--- config.mk ---
export PLATFORM = sky130hd
export DESIGN_NAME = cdgo_regs
export DESIGN_NICKNAME = d
export VERILOG_FILES = /design/src/shared/cdgo_pkg.sv /design/src/cdgo_chan_apply.sv /design/src/cdgo_regs.sv
export SDC_FILE = /design/constraint.sdc
export NUM_CORES = 2
export LEC_CHECK = 0
export BUFFER_PORTS_ARGS = -buffer_cell sky130_fd_sc_hd__buf_2
export CORE_MARGIN = 4
export CORE_UTILIZATION = 52
export CTS_CLUSTER_DIAMETER = 200
export DETAILED_ROUTE_END_ITERATION = 12
export MAX_ROUTING_LAYER = met4
export PLACE_DENSITY_LB_ADDON = 0.08
export SYNTH_ARGS = -nofsm -noshare
export SYNTH_HDL_FRONTEND = slang
export SYNTH_SLANG_ARGS = --single-unit
--- constraint.sdc ---
create_clock -name CLK_I -period 27.5 [get_ports CLK_I]
set_input_delay 0 -clock CLK_I [delete_from_list [all_inputs] [get_ports CLK_I]]
set_output_delay 0 -clock CLK_I [all_outputs]
set_load 0.1 [all_outputs]
--- src/shared/cdgo_pkg.sv ---
// Constants and helpers for the channel 2/3 digital gain and offset register bank
`default_nettype none
package cdgo_pkg;
	localparam int ADDR_W = 8;
	localparam int DATA_W = 32;
	localparam int REG_W = 16;
	// Register indexes; byte address is four times the index
	localparam logic [5:0] CTRL_IDX = 6'h03;
	localparam logic [5:0] CH2_GAIN_OFFSET_IDX = 6'h0F;
	localparam logic [5:0] CH2_OFFSET_COPY_IDX = 6'h10;
	localparam logic [5:0] CH3_GAIN_OFFSET_IDX = 6'h11;
	localparam logic [5:0] CH3_OFFSET_COPY_IDX = 6'h12;
	localparam logic [5:0] STATUS_IDX = 6'h1F;
	// Field positions
	localparam int GAIN_MSB = 15;
	localparam int GAIN_LSB = 11;
	localparam int OFFSET_MSB = 9;
	localparam int OFFSET_LSB = 0;
	localparam int GAIN_EN_BIT = 12;
	localparam int OFFSET_EN_BIT = 8;
	localparam int ST_CH2_MISMATCH_BIT = 0;
	localparam int ST_CH3_MISMATCH_BIT = 1;
	// Reset values
	localparam logic [REG_W-1:0] CTRL_RESET = 16'h0000;
	localparam logic [REG_W-1:0] GAIN_OFFSET_RESET = 16'h0000;
	localparam logic [REG_W-1:0] OFFSET_COPY_RESET = 16'h0000;
	// Gain coefficient format: unsigned, 14 fraction bits
	localparam int COEF_W = 16;
	localparam int COEF_FRAC = 14;
	localparam logic [COEF_W-1:0] COEF_UNITY = 16'h4000;

	// Linear factor for N steps of 0.2 dB
	function automatic logic [COEF_W-1:0] gain_coef(input logic [4:0] steps);
		logic [COEF_W-1:0] c;
		c = COEF_UNITY;
		case (steps)
			5'd0: c = 16'h4000;
			5'd1: c = 16'h417E;
			5'd2: c = 16'h4304;
			5'd3: c = 16'h4494;
			5'd4: c = 16'h462D;
			5'd5: c = 16'h47CF;
			5'd6: c = 16'h497B;
			5'd7: c = 16'h4B31;
			5'd8: c = 16'h4CF2;
			5'd9: c = 16'h4EBD;
			5'd10: c = 16'h5092;
			5'd11: c = 16'h5273;
			5'd12: c = 16'h545F;
			5'd13: c = 16'h5656;
			5'd14: c = 16'h5858;
			5'd15: c = 16'h5A67;
			5'd16: c = 16'h5C82;
			5'd17: c = 16'h5EAA;
			5'd18: c = 16'h60DE;
			5'd19: c = 16'h6320;
			5'd20: c = 16'h656F;
			5'd21: c = 16'h67CC;
			5'd22: c = 16'h6A37;
			5'd23: c = 16'h6CB0;
			5'd24: c = 16'h6F38;
			5'd25: c = 16'h71CF;
			5'd26: c = 16'h7476;
			5'd27: c = 16'h772D;
			5'd28: c = 16'h79F3;
			5'd29: c = 16'h7CCA;
			5'd30: c = 16'h7FB2;
			5'd31: c = 16'h82AC;
			default: c = COEF_UNITY;
		endcase
		return c;
	endfunction
endpackage
`default_nettype wire

--- src/cdgo_chan_apply.sv ---
// One channel of digital offset and gain applied to converter samples
`timescale 1ns/1ns
`default_nettype none
module cdgo_chan_apply #(
	parameter int SAMPLE_W = 14
) (
	input wire logic clk_i, // System clock
	input wire logic srst_i, // Synchronous reset, high
	input wire logic [4:0] gain_steps_i, // Gain in 0.2 dB steps
	input wire logic [9:0] offset_i, // Signed offset
	input wire logic gain_en_i, // Global gain enable
	input wire logic offset_en_i, // Global offset enable
	input wire logic signed [SAMPLE_W-1:0] data_i, // Sample in
	input wire logic valid_i, // Sample in valid
	output logic signed [SAMPLE_W-1:0] data_o, // Sample out
	output logic valid_o // Sample out valid
);
	import cdgo_pkg::*;

	localparam int SUM_W = SAMPLE_W + 1;
	localparam int PROD_W = SUM_W + COEF_W + 1;

	logic signed [SUM_W-1:0] offset_ext;
	logic signed [SUM_W-1:0] sum;
	logic [COEF_W-1:0] coef;
	logic signed [PROD_W-1:0] prod;
	logic signed [PROD_W-1:0] scaled;
	logic signed [SAMPLE_W-1:0] data_next;

	always_comb begin
		offset_ext = offset_en_i ? {{(SUM_W-10){offset_i[9]}}, offset_i} : '0;
		sum = {data_i[SAMPLE_W-1], data_i} + offset_ext;
		coef = gain_en_i ? gain_coef(gain_steps_i) : COEF_UNITY;
		prod = PROD_W'(sum) * $signed({1'b0, coef});
		scaled = prod >>> COEF_FRAC;
		// Clip to sample range
		if (scaled[PROD_W-1:SAMPLE_W-1] == '0 || scaled[PROD_W-1:SAMPLE_W-1] == '1) begin
			data_next = scaled[SAMPLE_W-1:0];
		end else begin
			data_next = {scaled[PROD_W-1], {(SAMPLE_W-1){~scaled[PROD_W-1]}}};
		end
	end

	always_ff @(posedge clk_i) begin
		if (srst_i) begin
			data_o <= '0;
			valid_o <= 1'b0;
		end else begin
			data_o <= data_next;
			valid_o <= valid_i;
		end
	end
endmodule // cdgo_chan_apply
`default_nettype wire

--- src/cdgo_regs.sv ---
// APB register bank for channel 2/3 digital gain and offset, with sample paths
//
// Decided for this implementation: the APB interface to the registers.
`timescale 1ns/1ns
`default_nettype none
module cdgo_regs #(
	parameter int SAMPLE_W = 14
) (
	input wire logic CLK_I, // 100 MHz clock
	input wire logic SRST_I, // Synchronous reset, high
	input wire logic PSEL_I, // APB select
	input wire logic PENABLE_I, // APB access phase
	input wire logic PWRITE_I, // APB write
	input wire logic [cdgo_pkg::ADDR_W-1:0] PADDR_I, // APB byte address
	input wire logic [cdgo_pkg::DATA_W-1:0] PWDATA_I, // APB write data
	input wire logic [3:0] PSTRB_I, // APB byte strobes
	output logic [cdgo_pkg::DATA_W-1:0] PRDATA_O, // APB read data
	output logic PREADY_O, // APB ready
	output logic PSLVERR_O, // APB error, unmapped address
	input wire logic signed [SAMPLE_W-1:0] CH2_DATA_I, // Channel 2 sample
	input wire logic CH2_VALID_I, // Channel 2 sample valid
	input wire logic signed [SAMPLE_W-1:0] CH3_DATA_I, // Channel 3 sample
	input wire logic CH3_VALID_I, // Channel 3 sample valid
	output logic signed [SAMPLE_W-1:0] CH2_DATA_O, // Channel 2 result
	output logic CH2_VALID_O, // Channel 2 result valid
	output logic signed [SAMPLE_W-1:0] CH3_DATA_O, // Channel 3 result
	output logic CH3_VALID_O // Channel 3 result valid
);
	import cdgo_pkg::*;

	generate
		if (SAMPLE_W < 10 || SAMPLE_W > 24) begin : g_bad_width
			$error("SAMPLE_W must lie between 10 and 24");
		end
	endgenerate

	logic [REG_W-1:0] ctrl_reg;
	logic [REG_W-1:0] ch2_gain_offset_reg;
	logic [REG_W-1:0] ch2_offset_copy_reg;
	logic [REG_W-1:0] ch3_gain_offset_reg;
	logic [REG_W-1:0] ch3_offset_copy_reg;
	logic [1:0] mismatch_reg;
	logic pready_reg;
	logic pslverr_reg;
	logic [DATA_W-1:0] prdata_reg;

	logic access;
	logic wr_fire;
	logic hit_ctrl;
	logic hit_ch2_go;
	logic hit_ch2_oc;
	logic hit_ch3_go;
	logic hit_ch3_oc;
	logic hit_status;
	logic mapped;
	logic [DATA_W-1:0] rdata_next;
	logic [1:0] mismatch_next;
	logic digital_gain_enable;
	logic digital_offset_enable;
	logic [4:0] second_channel_gain_steps;
	logic [4:0] third_channel_gain_steps;
	logic [9:0] second_channel_offset_value;
	logic [9:0] third_channel_offset_value;

	// Address compare against a register index
	function automatic logic addr_hit(input logic [ADDR_W-1:0] addr, input logic [5:0] idx);
		return addr == {idx, 2'b00};
	endfunction

	// Byte-lane merge of a 16-bit register
	function automatic logic [REG_W-1:0] merge(input logic [REG_W-1:0] old,
		input logic [DATA_W-1:0] wd, input logic [3:0] strb);
		logic [REG_W-1:0] r;
		r = old;
		if (strb[0]) begin
			r[7:0] = wd[7:0];
		end
		if (strb[1]) begin
			r[15:8] = wd[15:8];
		end
		return r;
	endfunction

	always_comb begin
		hit_ctrl = addr_hit(PADDR_I, CTRL_IDX);
		hit_ch2_go = addr_hit(PADDR_I, CH2_GAIN_OFFSET_IDX);
		hit_ch2_oc = addr_hit(PADDR_I, CH2_OFFSET_COPY_IDX);
		hit_ch3_go = addr_hit(PADDR_I, CH3_GAIN_OFFSET_IDX);
		hit_ch3_oc = addr_hit(PADDR_I, CH3_OFFSET_COPY_IDX);
		hit_status = addr_hit(PADDR_I, STATUS_IDX);
		mapped = hit_ctrl | hit_ch2_go | hit_ch2_oc | hit_ch3_go | hit_ch3_oc | hit_status;
		access = PSEL_I & PENABLE_I;
		// Write lands on the edge that completes the transfer
		wr_fire = access & PWRITE_I & pready_reg & mapped;
	end

	always_comb begin
		rdata_next = '0;
		if (hit_ctrl) begin
			rdata_next[REG_W-1:0] = ctrl_reg;
		end else if (hit_ch2_go) begin
			rdata_next[REG_W-1:0] = ch2_gain_offset_reg;
		end else if (hit_ch2_oc) begin
			rdata_next[REG_W-1:0] = ch2_offset_copy_reg;
		end else if (hit_ch3_go) begin
			rdata_next[REG_W-1:0] = ch3_gain_offset_reg;
		end else if (hit_ch3_oc) begin
			rdata_next[REG_W-1:0] = ch3_offset_copy_reg;
		end else if (hit_status) begin
			rdata_next[ST_CH2_MISMATCH_BIT] = mismatch_reg[0];
			rdata_next[ST_CH3_MISMATCH_BIT] = mismatch_reg[1];
		end
	end

	// APB handshake: one wait state, then ready
	always_ff @(posedge CLK_I) begin
		if (SRST_I) begin
			pready_reg <= 1'b0;
			pslverr_reg <= 1'b0;
			prdata_reg <= '0;
		end else begin
			pready_reg <= access & ~pready_reg;
			pslverr_reg <= access & ~pready_reg & ~mapped;
			if (access & ~pready_reg & ~PWRITE_I) begin
				prdata_reg <= rdata_next;
			end else if (pready_reg) begin
				prdata_reg <= '0;
			end
		end
	end

	always_ff @(posedge CLK_I) begin
		if (SRST_I) begin
			ctrl_reg <= CTRL_RESET;
		end else if (wr_fire & hit_ctrl) begin
			ctrl_reg <= merge(ctrl_reg, PWDATA_I, PSTRB_I);
		end
	end

	always_ff @(posedge CLK_I) begin
		if (SRST_I) begin
			ch2_gain_offset_reg <= GAIN_OFFSET_RESET;
			ch2_offset_copy_reg <= OFFSET_COPY_RESET;
		end else begin
			if (wr_fire & hit_ch2_go) begin
				ch2_gain_offset_reg <= merge(ch2_gain_offset_reg, PWDATA_I, PSTRB_I);
			end
			if (wr_fire & hit_ch2_oc) begin
				ch2_offset_copy_reg <= merge(ch2_offset_copy_reg, PWDATA_I, PSTRB_I);
			end
		end
	end

	always_ff @(posedge CLK_I) begin
		if (SRST_I) begin
			ch3_gain_offset_reg <= GAIN_OFFSET_RESET;
			ch3_offset_copy_reg <= OFFSET_COPY_RESET;
		end else begin
			if (wr_fire & hit_ch3_go) begin
				ch3_gain_offset_reg <= merge(ch3_gain_offset_reg, PWDATA_I, PSTRB_I);
			end
			if (wr_fire & hit_ch3_oc) begin
				ch3_offset_copy_reg <= merge(ch3_offset_copy_reg, PWDATA_I, PSTRB_I);
			end
		end
	end

	always_comb begin
		mismatch_next[0] = ch2_gain_offset_reg[OFFSET_MSB:OFFSET_LSB]
			!= ch2_offset_copy_reg[OFFSET_MSB:OFFSET_LSB];
		mismatch_next[1] = ch3_gain_offset_reg[OFFSET_MSB:OFFSET_LSB]
			!= ch3_offset_copy_reg[OFFSET_MSB:OFFSET_LSB];
	end

	always_ff @(posedge CLK_I) begin
		if (SRST_I) begin
			mismatch_reg <= 2'b00;
		end else begin
			mismatch_reg <= mismatch_next;
		end
	end

	always_comb begin
		digital_gain_enable = ctrl_reg[GAIN_EN_BIT];
		digital_offset_enable = ctrl_reg[OFFSET_EN_BIT];
		second_channel_gain_steps = ch2_gain_offset_reg[GAIN_MSB:GAIN_LSB];
		third_channel_gain_steps = ch3_gain_offset_reg[GAIN_MSB:GAIN_LSB];
		second_channel_offset_value = ch2_gain_offset_reg[OFFSET_MSB:OFFSET_LSB];
		third_channel_offset_value = ch3_gain_offset_reg[OFFSET_MSB:OFFSET_LSB];
	end

	cdgo_chan_apply #(
		.SAMPLE_W(SAMPLE_W)
	) u_ch2 (
		.clk_i(CLK_I),
		.srst_i(SRST_I),
		.gain_steps_i(second_channel_gain_steps),
		.offset_i(second_channel_offset_value),
		.gain_en_i(digital_gain_enable),
		.offset_en_i(digital_offset_enable),
		.data_i(CH2_DATA_I),
		.valid_i(CH2_VALID_I),
		.data_o(CH2_DATA_O),
		.valid_o(CH2_VALID_O)
	);

	cdgo_chan_apply #(
		.SAMPLE_W(SAMPLE_W)
	) u_ch3 (
		.clk_i(CLK_I),
		.srst_i(SRST_I),
		.gain_steps_i(third_channel_gain_steps),
		.offset_i(third_channel_offset_value),
		.gain_en_i(digital_gain_enable),
		.offset_en_i(digital_offset_enable),
		.data_i(CH3_DATA_I),
		.valid_i(CH3_VALID_I),
		.data_o(CH3_DATA_O),
		.valid_o(CH3_VALID_O)
	);

	always_comb begin
		PRDATA_O = prdata_reg;
		PREADY_O = pready_reg;
		PSLVERR_O = pslverr_reg;
	end
endmodule // cdgo_regs
`default_nettype wire

==> results.tsv <==
metric	value	unit
port_buffers	108	
startpoint	ctrl_reg[8]$_SDFFE_PP0P_	
run_status	finished, final reports clean	
max-clock-path-buffers	2	
cp_slowest_cell	xor2_1	
synth_adder_area_share	43.0	%
synthMuxAreaShare	4.05	%
fp.coreArea	46600	µm²
antenna_found_initial	3	
min_period	10.41	ns
route.met2.wl	29300	µm
hold_viol	0	
worstPathRequired	27.85	ns
final_nets	3632	
finalSetupTns	0	ns
synth_top_cell_by_area	fa_1	
end_kind	flip-flop	
root_buffer	clkbuf_16	
die_x	225	µm
pwr-share-comb	29.4	%
pwr_density_cell	28.2	nW/µm²
max_freq	96.0	MHz
synth-edff-count	0	
drv_slew	0	
drtIter0Drc	1559	
slew_headroom	15.6	%
ys.flop_type	dfxtp_1	
grt_start_max_net_pins	80	
clock_latency	0.49	ns
vias	19800	
switching_share	38.7	%
synth-xor-area-share	3.64	%
grt_pass1_vias	20200	
wl_per_cell	18.6	µm
io_pins	143	
irDropWorstVdd	0.0403	mV
cts_max_level	4	
clkTransAtPathRegs	0.08	ns
gp_congestion	0.941	
final_area	26300	µm²
synth.distinct_cells	84	
setup_viol	0	
synth_cells	2879	
pwr-share-seq	32.7	%
switchingPower	0.287	mW
grt_usage	27.7	%
viasPerCell	5.57	
grt_pass1_wl	108000	µm
maxCapViolCount	0	
synth_compound_area_share	9.79	%
placed_area	25400	µm²
synth_top_area_share	29.6	%
dieArea	50600	µm²
cts_made_buffers	17	
worst_pin_slew	1.26	ns
grt_setup_unrepaired	no	
hold_start	SRST_I	
stdcell_count	3552	
num_rows	79	
dieHeight	225	µm
initial_core_util	52.5	%
hold_class	primary input to flip-flop	
synth.area.top_cells	fa_1 30%, ha_1 13%, dfxtp_1 13%	
fin_crit_sh	37.9	%
synth_top_family_by_area	adder cells	
dpl.hpwl	53000	µm
cpPeakStageDelay	0.83	ns
met1_length	31200	µm
synth.yosys.seq_area_share	13.3	%
crit-reg2reg-launch	ctrl_reg[8]$_SDFFE_PP0P_	
worstPathArrival	10.76	ns
area_delta_synth_final	7.46	%
startpoint_type	flip-flop	
syn_avg_cell_area	8.50	µm²
synthesis.area	24500	µm²
synth-async-reset-ratio	0	%
dp_slack	17.23	ns
path_common_cell	fa_1	
crit_path_max_fanout	24	
cts_tree	done	
pwr-share-clk	37.9	%
dp_cells	3494	
wl_met3	4190	µm
ant_nets	0	
cts_resized	0	
intPower	0.455	mW
synth-simple-area-share	17.0	%
globalRouteOverflowTotal	0	
setup_slack	17.09	ns
yosys_warnings	0	
highest_layer	met4	
crit_type	flip-flop to flip-flop	
cts.sinks	162	
worst_clock_skew	0.0180	ns
dr.pass1.iters	8	
utilization	56.5	%
total_leakage_power	13.1	nW
drc_errors	0	
routed_wl	66100	µm
drive_above_1_share	6.93	%
ys_seq_elements	162	
==> logic make-up after synthesis <==
kind of cell | count (synthesis)
simple gates | 953
fa+ha+maj | 624
buf+inv | 573
compound gates | 367
flops | 162
xor+xnor | 100
mux | 99
other cells | 1
==> timing repair <==
action,4_1_cts,5_1_grt
buffers inserted,0,0
hold buffers,23,0
hold endpoints to repair,75,0
setup endpoints to repair,0,0
==> power groups by stage <==
stage               logic, mW  registers (mW)  clock network, mW
finish                  0.218           0.243              0.282
global route            0.238           0.243              0.297
CTS                     0.218           0.243              0.289
detailed placement      0.214           0.248                  0
global placement        0.212           0.248                  0
floorplan               0.117           0.298                  0
==> final timing paths <==
path                                     endpoint  slack [ns]  cells past startpoint
min                      u_ch3.valid_o$_SDFF_PP0_        0.07                      2
max reg2reg            u_ch2.data_o[0]$_SDFF_PP0_       17.09                     32
min reg2reg  ch2_offset_copy_reg[12]$_SDFFE_PP0P_        0.50                      2
max                    u_ch2.data_o[0]$_SDFF_PP0_       17.09                     32
==> layout make-up <==
| class | count | area, µm² |
|---|---|---|
| clock inverter | 14 | 234 |
| fill | 4291 | 20300 |
| antenna | 3 | 7.51 |
| tap | 607 | 759 |
| clock buffer | 18 | 439 |
| multi-input combinational | 2159 | 19000 |
| sequential | 162 | 3240 |
| timing repair buffer | 150 | 916 |
| inverter | 439 | 1650 |
==> cell usage in the layout (no fill, tap or decap), types with 8 or more instances in the layout <==
| cell type | netlist | routed |
|---|---|---|
| inv_1 | 430 | 430 |
| nand2_1 | 428 | 428 |
| fa_1 | 362 | 362 |
| nor2_1 | 303 | 303 |
| ha_1 | 262 | 262 |
| dfxtp_1 | 162 | 161 |
| buf_2 | 16 | 107 |
| mux2i_1 | 99 | 99 |
| a21oi_1 | 89 | 89 |
| o21ai_0 | 83 | 83 |
| and2_1 | 65 | 65 |
| xor2_1 | 50 | 50 |
| xnor2_1 | 49 | 46 |
| and3_1 | 35 | 35 |
| a31oi_1 | 30 | 30 |
| nand3_1 | 27 | 27 |
| o211ai_1 | 23 | 23 |
| dlygate4sd3_1 | 0 | 23 |
| buf_4 | 19 | 20 |
| nor2b_1 | 19 | 19 |
| a21o_1 | 19 | 19 |
| clkbuf_16 | 0 | 17 |
| nor3_1 | 16 | 16 |
| conb_1 | 1 | 16 |
| a222oi_1 | 15 | 15 |
| o21ai_1 | 13 | 13 |
| a211oi_1 | 10 | 10 |
| o21ai_2 | 10 | 10 |
| o21a_1 | 8 | 8 |
==> worst max-delay path, delay by kind of cell (launching register included) <==
| kind | cells | cell delay [ns] |
|---|---|---|
| adder cells (fa/ha/maj) | 8 | 3.64 |
| AO/OA/AOI/OAI | 15 | 3.71 |
| flip-flops | 1 | 0.78 |
| XOR/XNOR | 3 | 1.27 |
| buffers and inverters | 3 | 0.14 |
| AND/OR/NAND/NOR | 3 | 0.70 |
==> layer usage <==
metal	vias to the layer above	global-route usage, %
met1	9749	39.9
met2	663	41.3
met5	-	-
met4	0	7.89
li1	9289	-
met3	69	3.79
==> cells in the mapped netlist (all sizes together), types with 50 or more instances <==
library cell and n:
a21oi 91, and2 66, clkbuf 92, dfxtp 162, fa 362, ha 262, inv 434, mux2i 99
nand2 429, nor2 306, o21ai 106, xor2 50
==> stage by stage <==
step           power (mW)  hold slack (ns)
6_report            0.742           0.0662
5_1_grt             0.779           0.0940
4_1_cts             0.750           0.0440
3_5_place_dp        0.462            0.216
3_3_place_gp        0.460            0.206
2_1_floorplan       0.415            0.128
Note: power is estimated with default switching activity, not from simulation.
